`config.mk`:
```
export PLATFORM = sky130hd
export DESIGN_NAME = tmc_core
export DESIGN_NICKNAME = d
export VERILOG_FILES = /design/src/core/tmc_pkg.sv /design/src/core/tmc_core.sv
export VERILOG_INCLUDE_DIRS = /design/src /design/src/core
export SDC_FILE = /design/constraint.sdc
export NUM_CORES = 1
export LEC_CHECK = 0
export BUFFER_PORTS_ARGS = -buffer_cell sky130_fd_sc_hd__buf_2
export CORE_MARGIN = 2
export CORE_UTILIZATION = 40
export CTS_BUF_LIST = sky130_fd_sc_hd__clkbuf_4 sky130_fd_sc_hd__clkbuf_8
export CTS_CLUSTER_SIZE = 20
export DETAILED_ROUTE_END_ITERATION = 10
export GPL_TIMING_DRIVEN = 0
export PLACE_DENSITY = 0.74
export SYNTH_ARGS = -nofsm -noshare
export SYNTH_HDL_FRONTEND = slang
export SYNTH_SLANG_ARGS = --single-unit
```
`constraint.sdc`:
```
create_clock -name pclk -period 6.5 [get_ports pclk]
set_clock_uncertainty 0.05 [all_clocks]
set_input_delay 0.325 -clock pclk [delete_from_list [all_inputs] [get_ports pclk]]
set_output_delay 0.325 -clock pclk [all_outputs]
set_load 0.01 [all_outputs]
```
`src/core/tmc_params.svh`:
```
/*
 * Register offsets, field positions, reset values and code points of the timer module.
 * Included by the package and the core; holds definitions only.
 */
`ifndef TMC_PARAMS_SVH
`define TMC_PARAMS_SVH

`define TMC_OFF_CTRL0     12'h000
`define TMC_OFF_CTRL1     12'h004
`define TMC_OFF_CNT_LO    12'h008
`define TMC_OFF_CNT_HI    12'h00c
`define TMC_OFF_CMPA_LO   12'h010
`define TMC_OFF_CMPA_HI   12'h014
`define TMC_OFF_STATUS    12'h018

`define TMC_CTRL_RESET    8'h00
`define TMC_C0_PAUSE      7
`define TMC_C0_CKSEL_HI   6
`define TMC_C0_CKSEL_LO   4
`define TMC_C0_ENABLE     3
`define TMC_C0_PTOP_HI    2
`define TMC_C0_PTOP_LO    0
`define TMC_C1_MODE_HI    7
`define TMC_C1_MODE_LO    6
`define TMC_C1_PFS_HI     5
`define TMC_C1_PFS_LO     4
`define TMC_C1_INIT       3
`define TMC_C1_POL        2
`define TMC_C1_DPX        1
`define TMC_C1_CCLR       0

`define TMC_CK_SYS_DIV4   3'h0
`define TMC_CK_SYS        3'h1
`define TMC_CK_H_DIV16    3'h2
`define TMC_CK_H_DIV64    3'h3
`define TMC_CK_SUB_A      3'h4
`define TMC_CK_SUB_B      3'h5
`define TMC_CK_EXT_RISE   3'h6
`define TMC_CK_EXT_FALL   3'h7

`define TMC_MODE_CMP      2'h0
`define TMC_MODE_UNDEF    2'h1
`define TMC_MODE_PWM      2'h2
`define TMC_MODE_TIMER    2'h3

`define TMC_PFS_NONE      2'h0
`define TMC_PFS_LOW       2'h1
`define TMC_PFS_HIGH      2'h2
`define TMC_PFS_TOGGLE    2'h3

`define TMC_DIV4_LAST     6'h03
`define TMC_DIV16_LAST    6'h0f
`define TMC_DIV64_LAST    6'h3f

`endif

```
`src/core/tmc_pkg.sv`:
```
/*
 * Types shared by the timer module core.
 * Assumes tmc_params.svh is on the include path.
 */
`include "tmc_params.svh"

package tmc_pkg;

    typedef logic [2:0] tmc_cksel_t;
    typedef logic [1:0] tmc_mode_t;

    typedef enum {
        TMC_BUS_IDLE,
        TMC_BUS_ACCESS
    } tmc_bus_state_t;

endpackage

```
`src/core/tmc_core.sv`:
```
/*
 * Compact timer module: 10-bit up counter, comparators A and P, compare
 * match and PWM output on a true and an inverted pin, event counting on an
 * external clock pin, byte-wide register pairs behind a shared low-byte buffer,
 * reached over APB.
 * Assumes pclk is the system clock, the high and subsidiary clock ticks arrive
 * as asynchronous level inputs, and pin multiplexing is done outside.
 */
// The implementer's own choices: register access over APB and the register addresses.
`timescale 1ns/1ps
`include "tmc_params.svh"

// Summary of operation
// - Match raises interrupt, may clear counter, drive pin
// - Counter clock chosen among system, high, sub, pin
// - External pin counts on selected rising or falling
// - Separate interrupt pulses for match A and P
// - Inverted pin always mirrors primary output pin
// - Compare mode: match sets, clears or toggles output
// - PWM drives the same output pin pair
// - Capture edge select: rise, fall or both; the core has no capture logic
// - Pulse trigger shares external clock pin; the core has no pulse trigger
// - Low bytes only through shared buffer on high access
// - Low write fills buffer, high write commits both
// - High read latches low byte into buffer
// - Three modes: compare, timer, PWM
// - Counter and comparator A are ten bits
// - Enable rise clears counter; fall holds it
// - Comparator P checks top three bits; zero overflows
// - Select codes 110 rising, 111 falling pin
// - Mode codes 00 compare, 10 PWM, 11 timer
module tmc_core
    import tmc_pkg::*;
#(
    parameter int CNT_W = 10
)
(
    input  wire logic        pclk,              // System clock, 250 MHz.
    input  wire logic        presetn,           // Asynchronous reset, active low.
    input  wire logic        psel,              // APB select.
    input  wire logic        penable,           // APB access phase.
    input  wire logic        pwrite,            // APB write.
    input  wire logic [11:0] paddr,             // APB byte address.
    input  wire logic [31:0] pwdata,            // APB write data.
    input  wire logic [3:0]  pstrb,             // APB byte strobes.
    output logic      [31:0] prdata,            // APB read data.
    output logic             pready,            // APB ready.
    output logic             pslverr,           // APB error on unmapped address.
    input  wire logic        high_clk_tick,     // Internal high clock, asynchronous.
    input  wire logic        sub_clk_tick,      // Subsidiary clock, asynchronous.
    input  wire logic        ext_clock_pin,     // External count clock pin.
    output logic             timer_out_pin,     // Primary timer output.
    output logic             timer_out_inv_pin, // Inverted timer output.
    output logic             irq_match_a,       // Comparator A match pulse.
    output logic             irq_match_p        // Comparator P match pulse.
);

    localparam int HI_W = CNT_W - 8;

    initial
    begin
        if (CNT_W != 10)
            $error("tmc_core: CNT_W must be 10");
    end

    logic [7:0]       ctrl0;
    logic [7:0]       ctrl1;
    logic [CNT_W-1:0] count;
    logic [CNT_W-1:0] compare_a_value;
    logic [7:0]       lo_buffer;
    logic             enable_q;
    logic [2:0]       ext_sync;
    logic [1:0]       high_sync;
    logic [1:0]       sub_sync;
    logic             high_q;
    logic             sub_q;
    logic [5:0]       div_sys;
    logic [5:0]       div_high;
    logic             out_level;
    logic [7:0]       status;

    logic             counter_enable_bit;
    logic             pause;
    tmc_cksel_t       count_clock_select;
    logic [2:0]       period_top_bits;
    tmc_mode_t        mode_field;
    logic [1:0]       pin_function_select;
    logic             init_level;
    logic             clear_on_a;
    logic             setup;
    logic             access;
    logic             wr_stb;
    logic             rd_stb;
    logic             tick;
    logic             high_edge;
    logic             sub_edge;
    logic             match_a;
    logic             match_p;
    logic             enable_rise;
    logic             clear_cnt;
    logic [CNT_W-1:0] next_count;
    logic             next_out;
    logic [31:0]      next_rdata;
    logic             mapped;

    assign counter_enable_bit  = ctrl0[`TMC_C0_ENABLE];
    assign pause               = ctrl0[`TMC_C0_PAUSE];
    assign count_clock_select  = ctrl0[`TMC_C0_CKSEL_HI:`TMC_C0_CKSEL_LO];
    assign period_top_bits     = ctrl0[`TMC_C0_PTOP_HI:`TMC_C0_PTOP_LO];
    assign mode_field          = ctrl1[`TMC_C1_MODE_HI:`TMC_C1_MODE_LO];
    assign pin_function_select = ctrl1[`TMC_C1_PFS_HI:`TMC_C1_PFS_LO];
    assign init_level          = ctrl1[`TMC_C1_INIT];
    assign clear_on_a          = ctrl1[`TMC_C1_CCLR];

    function automatic logic addr_is(input logic [11:0] a, input logic [11:0] off);
        addr_is = (a == off);
    endfunction

    assign setup  = psel && !penable;
    assign access = psel && penable;
    assign wr_stb = access && pwrite && pstrb[0] && mapped;
    assign rd_stb = access && !pwrite && mapped;
    assign mapped = addr_is(paddr, `TMC_OFF_CTRL0) || addr_is(paddr, `TMC_OFF_CTRL1)
                 || addr_is(paddr, `TMC_OFF_CNT_LO) || addr_is(paddr, `TMC_OFF_CNT_HI)
                 || addr_is(paddr, `TMC_OFF_CMPA_LO) || addr_is(paddr, `TMC_OFF_CMPA_HI)
                 || addr_is(paddr, `TMC_OFF_STATUS);

    // Asynchronous clock sources pass two flops; the third stage is for edges.
    always_ff @(posedge pclk or negedge presetn)
    begin
        if (!presetn)
        begin
            ext_sync  <= 3'h0;
            high_sync <= 2'h0;
            sub_sync  <= 2'h0;
            high_q    <= 1'b0;
            sub_q     <= 1'b0;
        end
        else
        begin
            ext_sync  <= {ext_sync[1:0], ext_clock_pin};
            high_sync <= {high_sync[0], high_clk_tick};
            sub_sync  <= {sub_sync[0], sub_clk_tick};
            high_q    <= high_sync[1];
            sub_q     <= sub_sync[1];
        end
    end

    assign high_edge = high_sync[1] && !high_q;
    assign sub_edge  = sub_sync[1] && !sub_q;

    // Prescalers for the divided system and high clocks.
    always_ff @(posedge pclk or negedge presetn)
    begin
        if (!presetn)
            div_sys <= 6'h0;
        else if (div_sys == `TMC_DIV4_LAST)
            div_sys <= 6'h0;
        else
            div_sys <= div_sys + 6'h1;
    end

    always_ff @(posedge pclk or negedge presetn)
    begin
        if (!presetn)
            div_high <= 6'h0;
        else if (high_edge)
            div_high <= div_high + 6'h1;
    end

    always_comb
    begin
        case (count_clock_select)
            `TMC_CK_SYS_DIV4: tick = (div_sys == `TMC_DIV4_LAST);
            `TMC_CK_SYS:      tick = 1'b1;
            `TMC_CK_H_DIV16:  tick = high_edge && (div_high[3:0] == `TMC_DIV16_LAST);
            `TMC_CK_H_DIV64:  tick = high_edge && (div_high == `TMC_DIV64_LAST);
            `TMC_CK_SUB_A,
            `TMC_CK_SUB_B:    tick = sub_edge;
            `TMC_CK_EXT_RISE: tick = ext_sync[1] && !ext_sync[2];
            `TMC_CK_EXT_FALL: tick = !ext_sync[1] && ext_sync[2];
            default:          tick = 1'b0;
        endcase
    end

    assign enable_rise = counter_enable_bit && !enable_q;
    assign match_a = tick && (count == compare_a_value);
    // The match ends a period of top times 128 ticks; a zero code wraps to full range.
    assign match_p = tick && ((period_top_bits == 3'h0) ? (count == '1)
                   : (count == {period_top_bits - 3'h1, {(CNT_W-3){1'b1}}}));
    assign clear_cnt = clear_on_a ? match_a : match_p;

    always_comb
    begin
        next_count = count;
        if (enable_rise)
            next_count = '0;
        else if (counter_enable_bit && !pause && tick)
        begin
            if (clear_cnt)
                next_count = '0;
            else
                next_count = count + 1'b1;
        end
    end

    always_ff @(posedge pclk or negedge presetn)
    begin
        if (!presetn)
        begin
            count    <= '0;
            enable_q <= 1'b0;
        end
        else
        begin
            count    <= next_count;
            enable_q <= counter_enable_bit;
        end
    end

    always_comb
    begin
        next_out = out_level;
        if (enable_rise && (mode_field == `TMC_MODE_CMP || mode_field == `TMC_MODE_PWM))
            next_out = init_level;
        else if (counter_enable_bit && !pause)
        begin
            case (mode_field)
                `TMC_MODE_CMP:
                begin
                    if (match_a)
                    begin
                        case (pin_function_select)
                            `TMC_PFS_LOW:    next_out = 1'b0;
                            `TMC_PFS_HIGH:   next_out = 1'b1;
                            `TMC_PFS_TOGGLE: next_out = !out_level;
                            default:         next_out = out_level;
                        endcase
                    end
                end
                `TMC_MODE_PWM:
                begin
                    case (pin_function_select)
                        `TMC_PFS_NONE: next_out = !init_level;
                        `TMC_PFS_LOW:  next_out = init_level;
                        `TMC_PFS_HIGH:
                        begin
                            if (match_p)
                                next_out = init_level;
                            else if (match_a)
                                next_out = !init_level;
                        end
                        default:       next_out = out_level;
                    endcase
                end
                default: next_out = out_level;
            endcase
        end
    end

    always_ff @(posedge pclk or negedge presetn)
    begin
        if (!presetn)
        begin
            out_level         <= 1'b0;
            timer_out_pin     <= 1'b0;
            timer_out_inv_pin <= 1'b1;
        end
        else
        begin
            out_level         <= next_out;
            timer_out_pin     <= next_out;
            timer_out_inv_pin <= !next_out;
        end
    end

    always_ff @(posedge pclk or negedge presetn)
    begin
        if (!presetn)
        begin
            irq_match_a <= 1'b0;
            irq_match_p <= 1'b0;
        end
        else
        begin
            irq_match_a <= counter_enable_bit && !pause && match_a;
            irq_match_p <= counter_enable_bit && !pause && match_p;
        end
    end

    // Sticky flags readable by software; writing a one clears, a new event wins.
    always_ff @(posedge pclk or negedge presetn)
    begin
        if (!presetn)
            status <= 8'h0;
        else
        begin
            status[0] <= irq_match_a
                || (status[0] && !(wr_stb && addr_is(paddr, `TMC_OFF_STATUS) && pwdata[0]));
            status[1] <= irq_match_p
                || (status[1] && !(wr_stb && addr_is(paddr, `TMC_OFF_STATUS) && pwdata[1]));
            status[7:2] <= 6'h0;
        end
    end

    always_ff @(posedge pclk or negedge presetn)
    begin
        if (!presetn)
        begin
            ctrl0           <= `TMC_CTRL_RESET;
            ctrl1           <= `TMC_CTRL_RESET;
            compare_a_value <= '0;
            lo_buffer       <= 8'h0;
        end
        else if (wr_stb)
        begin
            if (addr_is(paddr, `TMC_OFF_CTRL0))
                ctrl0 <= pwdata[7:0];
            if (addr_is(paddr, `TMC_OFF_CTRL1))
                ctrl1 <= pwdata[7:0];
            if (addr_is(paddr, `TMC_OFF_CMPA_LO))
                lo_buffer <= pwdata[7:0];
            if (addr_is(paddr, `TMC_OFF_CMPA_HI))
                compare_a_value <= {pwdata[HI_W-1:0], lo_buffer};
        end
        else if (rd_stb)
        begin
            if (addr_is(paddr, `TMC_OFF_CNT_HI))
                lo_buffer <= count[7:0];
            if (addr_is(paddr, `TMC_OFF_CMPA_HI))
                lo_buffer <= compare_a_value[7:0];
        end
    end

    always_comb
    begin
        next_rdata = 32'h0;
        case (paddr)
            `TMC_OFF_CTRL0:   next_rdata[7:0] = ctrl0;
            `TMC_OFF_CTRL1:   next_rdata[7:0] = ctrl1;
            `TMC_OFF_CNT_LO,
            `TMC_OFF_CMPA_LO: next_rdata[7:0] = lo_buffer;
            `TMC_OFF_CNT_HI:  next_rdata[HI_W-1:0] = count[CNT_W-1:8];
            `TMC_OFF_CMPA_HI: next_rdata[HI_W-1:0] = compare_a_value[CNT_W-1:8];
            `TMC_OFF_STATUS:  next_rdata[7:0] = status;
            default:          next_rdata = 32'h0;
        endcase
    end

    // No wait states: ready rises in the first access cycle, read data with it.
    always_ff @(posedge pclk or negedge presetn)
    begin
        if (!presetn)
        begin
            pready  <= 1'b0;
            prdata  <= 32'h0;
            pslverr <= 1'b0;
        end
        else
        begin
            pready  <= setup;
            prdata  <= setup ? next_rdata : 32'h0;
            pslverr <= setup && !mapped;
        end
    end

endmodule

```
==> Word-level counts from Yosys, hierarchy flattened <==
Cells that the tools add are included.
{ "totals": {"word_cells": 136, "output_inout_bits": 38, "reg_bits": 82} }
{ "classes": {"n_mux": 23, "reduce_logical": 64, "n_eq_ne": 24, "n_addsub": 4} }
{ "op_table": {"columns": ["cell", "n"], "rows": [
  ["8-bit 2-to-1 mux", 6],
  ["12-bit by 5-bit equality test with 1-bit output, second input constant", 3],
  ["10-bit 2-to-1 mux", 3],
  ["1-bit logical AND", 27],
  ["12-bit by 4-bit equality test with 1-bit output, second input constant", 2],
  ["10-bit equality test", 2],
  ["6-bit case mux with 3 select lines", 1],
  ["1-bit logical NOT", 14],
  ["6-bit by 1-bit adder with 6-bit output, second input constant", 2],
  ["12-bit by 3-bit equality test with 1-bit output, second input constant", 1],
  ["3-bit equality test, second input constant", 4],
  ["12-bit logical NOT", 1],
  ["2-bit case mux with 6 select lines", 1],
  ["10-bit by 1-bit adder with 10-bit output, second input constant", 1],
  ["10-bit equality test, second input constant", 1],
  ["1-bit logical OR", 9],
  ["1-bit 2-to-1 mux", 7],
  ["1-bit case mux with 7 select lines", 1],
  ["2-bit equality test, second input constant", 3],
  ["3-bit by 2-bit equality test with 1-bit output, second input constant", 2],
  ["6-bit by 2-bit equality test with 1-bit output, second input constant", 1],
  ["6-bit equality test, second input constant", 1],
  ["3-bit logical NOT", 2],
  ["6-bit 2-to-1 mux", 1],
  ["other kinds (13)", 19]
]} }

==> Longest topological paths before layout <==
{ "depth": {"depth_word": 13, "depth_mapped": 9, "depth_no_buf": 8} }

==> Worst setup path before layout <==
Ideal clock, no wire load.
{ "synth_path": {"path_type": "reg-to-reg", "start": "reg ctrl0[0]", "end": "reg timer_out_inv_pin", "arrival_ps": 2056, "slack_ps": 4316, "path_stages_with_launch": 9, "setup_time_ps": 78, "required_time_ps": 6372, "path_cell_list": "dfrtp_1 > inv_1 > ha_1 > nor2b_1 > a32oi_1 > o22ai_1 > and2_1 > or4_1 > a31o_2"} }
{ "synth_between": {"elab_chain_len": 10, "word_cells_on_any_way": 11, "cone_classes": "add/sub: 1; eq/ne: 1; mux: 6; reduce/logical: 3"} }
{ "synth_rtl": {"columns": ["element", "line_no", "rtl"], "rows": [
  ["from (decl)", "tmc_core.sv:66", "logic [7:0] ctrl0;"],
  ["from (signal assigned)", "tmc_core.sv:310", "ctrl0 <= `TMC_CTRL_RESET;"],
  ["from (signal assigned)", "tmc_core.sv:318", "ctrl0 <= pwdata[7:0];"],
  ["3-bit by 1-bit subtractor with 3-bit output", "tmc_core.sv:190", ": (count == {period_top_bits - 3'h1, {(CNT_W-3){1'b1}}}));"],
  ["10-bit equality test", "tmc_core.sv:190", null],
  ["1-bit 2-to-1 mux *", "tmc_core.sv:189", "assign match_p = tick && ((period_top_bits == 3'h0) ? (count == '1)"],
  ["1-bit logical AND *", "tmc_core.sv:189", null],
  ["1-bit 2-to-1 mux *", "tmc_core.sv:248", "if (match_p)"],
  ["1-bit case mux with 3 select lines *", "tmc_core.sv:243", "case (pin_function_select)"],
  ["1-bit case mux with 2 select lines *", "tmc_core.sv:228", "case (mode_field)"],
  ["1-bit 2-to-1 mux *", "tmc_core.sv:226", "else if (counter_enable_bit && !pause)"],
  ["1-bit 2-to-1 mux *", "tmc_core.sv:224", "if (enable_rise && (mode_field == `TMC_MODE_CMP || mode_field == `TMC_MODE_PWM))"],
  ["1-bit logical NOT *", "tmc_core.sv:273", "timer_out_inv_pin <= !next_out;"],
  ["to (signal assigned)", "tmc_core.sv:273", null],
  ["to (decl)", "tmc_core.sv:53", "output logic timer_out_inv_pin,"]
]} }
Every way passes the cells marked *; elsewhere a longest branch is shown, timed or not.
A chain may end at the register's enable or synchronous reset.

==> Worst setup path in the final report <==
{ "layout_path": {"start": "reg ctrl0[0]", "end": "reg count[0]"} }
{ "layout_between": {"elab_chain_len": 8, "word_cells_on_any_way": 9, "cone_classes": "add/sub: 1; eq/ne: 1; mux: 5; reduce/logical: 2"} }
{ "layout_rtl": {"columns": ["element", "line_no", "rtl"], "rows": [
  ["3-bit by 1-bit subtractor with 3-bit output", "tmc_core.sv:190", null],
  ["10-bit equality test", "tmc_core.sv:190", null],
  ["1-bit 2-to-1 mux *", "tmc_core.sv:189", null],
  ["1-bit logical AND *", "tmc_core.sv:189", null],
  ["1-bit 2-to-1 mux *", "tmc_core.sv:191", "assign clear_cnt = clear_on_a ? match_a : match_p;"],
  ["10-bit 2-to-1 mux *", "tmc_core.sv:200", "if (clear_cnt)"],
  ["10-bit 2-to-1 mux *", "tmc_core.sv:198", "else if (counter_enable_bit && !pause && tick)"],
  ["10-bit 2-to-1 mux *", "tmc_core.sv:196", "if (enable_rise)"],
  ["to (signal assigned)", "tmc_core.sv:216", "count <= next_count;"],
  ["to (decl)", "tmc_core.sv:68", "logic [CNT_W-1:0] count;"]
]} }
Every way passes the cells marked *; elsewhere a longest branch is shown, timed or not. The select of a mux whose other input is x is not followed.

==> key figures <==
Outcome
  – Status: finished clean

Timing
  – Final setup viols: 0
  – Worst slew pin tran: roughly 0.95 ns
  – Final slew viol count: 0
  – Final setup TNS: 0 ns
  – Final WS setup: between 3 and 4 ns
  – Max Clock Freq: 391 MHz
  – Rel. slew slack: a little over a third
  – Final min period: 2.56 ns
  – Tcrit/Tclk final: 39.3%
  – Final hold violation count: 0
  – Unrepaired setup endpoints after global routing: false

Floorplan
  – Io pins: 94
  – Die Ht: 107 µm
  – Die X: 107 µm
  – FP Rows: 37
  – Core region area: 10400 µm²
  – DIE AREA: 11500 µm²
  – Starting density of the core: between 40% and 50%

Logic synthesis
  – Post-synthesis average cell area: about 11 µm²
  – Ys Warns: 0
  – Seq/Total Area, Yosys: between 40% and 50%
  – FF+latch count, synth: 82
  – EDFF count, synth: 0
  – Share of flip-flops with an asynchronous set or reset: 100%
  – Synth Cell Area: 4280 µm²
  – Mapped Cells: between 400 and 500
  – Main synth FF type: dfrtp_1
  – Yosys cell types: between 60 and 70

Placed design
  – Routability cong.: between 0.8 and 0.9
  – PortBufs: 39
  – Hpwl dp: about 6.7 mm
  – Place WS: between 3 and 4 ns

Worst setup path
  – Crit Path Max Fanout: 10
  – Data arrival, critical path: 2.75 ns
  – CP required: 6.69 ns
  – CP startpoint kind: register
  – Worst setup EP type: register
  – Worst Path Class, Setup: register to register

GRT
  – GR peak layer: met2
  – Initial antenna violation count: 0
  – GR Overflow Total: 0
  – GRT Overall Usage: 16.9%
  – Pin count of the biggest net entering global routing: 44
  – Met2 GRT Util: between 20% and 30%
  – First-pass GRT wire length: 15.2 mm
  – Vias in the first global route: 3155
  – Routing usage on met1: 21.1%
  – Met3 Usage GRT: about 3.7%

Clocking
  – Clock Tree Root: clkbuf_8
  – Post-CTS Resized: 0
  – Clock buffer depth: 2
  – Clock transition at path regs: ~0.080 ns
  – CTS Buf Count: 9
  – Clock Sinks: 82
  – H-tree Lvls: 3
  – CTS Hold Bufs: 1
  – Setup bufs post-CTS: 0
  – Clock insertion delay at the later pin of the skew report: 0.36 ns
  – CTS tree: yes

Route
  – DRT iter0 DRCs: between 150 and 200
  – Drt first pass iters: 4
  – Antenna-violating nets left: 0
  – Avg WL per Cell: around 15 µm
  – DR DRC count: 0
  – DRT Wirelength: between 9 and 10 mm
  – Via count: ~3200
  – Vias per Instance: about 5.2

Pwr
  – Pwr/cell area: a little over 200 nW/µm²
  – VDD IR max: between 0.15 and 0.2 mV
  – Lkg Pwr: between 2 and 2.5 nW

Flow run
  – Maxcap violations: 0

Layout
  – Diodes inserted: 0
  – Most frequent cells in the layout: dfrtp_1 (81), buf_2 (42), nor2_1 (35)
  – Post-Route Utilization: about half
  – Fin nets: between 500 and 600
  – Layout cell share with drive strength beyond 1: between 20% and 30%
  – Most common cell after layout, fill and taps aside: dfrtp_1
  – Layout area overhead: 16.5%

Hold path
  – Worst hold path class: input port to register
==> where the power goes <==
part | internal (W) | total [W] | leakage, nW | switching, W
Sequential | 0.000530 | 0.000545 | 1.06 | 0.0000154
Clock | 0.000189 | 0.000376 | 0.106 | 0.000187
Combinational | 0.0000384 | 0.0000823 | 1.31 | 0.0000438
Total | 0.000757 | 0.00100 | 2.48 | 0.000246
==> layer usage <==
metal,vias to the layer above,part of all wire (%)
li1,1538,-
met1,1605,43
met2,78,50
met3,17,4.5
met4,0,2.2
met5,-,0
==> Yosys cell counts (3+ instances only) <==
library cell / number / area share, %
clkbuf_1: 8 / 0.70
nor2_1: 35 / 3.1
inv_1: 12 / 1.1
nor2b_1: 6 / 0.88
ha_1: 5 / 1.5
a21oi_1: 11 / 1.3
nor3_1: 6 / 0.70
buf_4: 25 / 4.4
and3_1: 4 / 0.58
a31o_2: 8 / 1.6
or3_1: 3 / 0.44
o21ai_0: 18 / 2.1
mux2i_1: 17 / 4.0
nand2_1: 33 / 2.9
xnor2_1: 16 / 3.3
o22ai_1: 3 / 0.44
mux2_2: 30 / 7.9
nor4_1: 3 / 0.44
a22o_1: 9 / 1.8
nand3_1: 13 / 1.5
xor2_1: 6 / 1.2
dfrtp_1: 81 / 47
buf_2: 4 / 0.47
nand4_1: 5 / 0.73
==> area by class of cell <==
cell class | count | area, µm²
Tap cell | 136 | 170
Timing Repair Buffer | 43 | 248
Clock inverter | 6 | 66.3
Fill cell | 956 | 5380
Buffer | 40 | 264
Sequential cell | 82 | 2050
Inverter | 12 | 45.0
Clock buffer | 10 | 138
Multi-Input combinational cell | 296 | 2000
==> per-stage QoR <==
stage / instance area, µm² / hold slack [ns] / total power (W) / instances
finish: 4990 / 0.0205 / 0.00100 / 625
floorplan: 4370 / -0.0206 / 0.000603 / 430
global route: 4990 / 0.00516 / 0.00105 / 625
global placement: 4730 / 0.283 / 0.000631 / 605
detailed placement: 4750 / 0.293 / 0.000637 / 606
CTS: 4970 / 0.00942 / 0.00101 / 623
==> flip-flops by register name, indices dropped and copies added (netlist names), 2 cells and up, named ones only <==
| register | cells |
|---|---|
| compare_a_value | 10 |
| count | 10 |
| ctrl0 | 8 |
| ctrl1 | 8 |
| lo_buffer | 8 |
| prdata | 8 |
| div_high | 6 |
| div_sys | 6 |
| ext_sync | 3 |
| high_sync | 2 |
| status | 2 |
| sub_sync | 2 |
==> worst max-delay path, cell delays in order (launching register included) <==
cell	delay (ns)
dfrtp_1	0.44
inv_1	0.11
ha_1	0.33
nor2_1	0.11
a32oi_1	0.11
o22ai_1	0.30
a31oi_2	0.27
and4_1	0.27
buf_2	0.18
mux2_2	0.27
==> cells by family (layout without fill, tap and decap cells) <==
logic type / Yosys count / in the layout / synth area share (%)
simple gates: 131 / 131 / 16.0
flops: 82 / 82 / 48.0
compound gates: 66 / 66 / 10.6
buf+inv: 52 / 111 / 7.22
mux: 48 / 48 / 12.1
xor+xnor: 22 / 22 / 4.50
fa+ha+maj: 5 / 5 / 1.46
other cells: 1 / 24 / 0.0876
==> final timing paths <==
check / to / startpoint / slack [ns] / cells past startpoint
max in group asynchronous: timer_out_inv_pin / presetn / 5.32 / 3
min in group asynchronous: ctrl0[3] / presetn / 0.44 / 2
min reg2reg: sub_sync[1] / sub_sync[0] / 0.31 / 0
min: sub_sync[0] / sub_clk_tick / 0.02 / 1
max reg2reg: count[0] / ctrl0[0] / 3.94 / 9
max: count[0] / ctrl0[0] / 3.94 / 9
(Power assumes the default switching activity.)
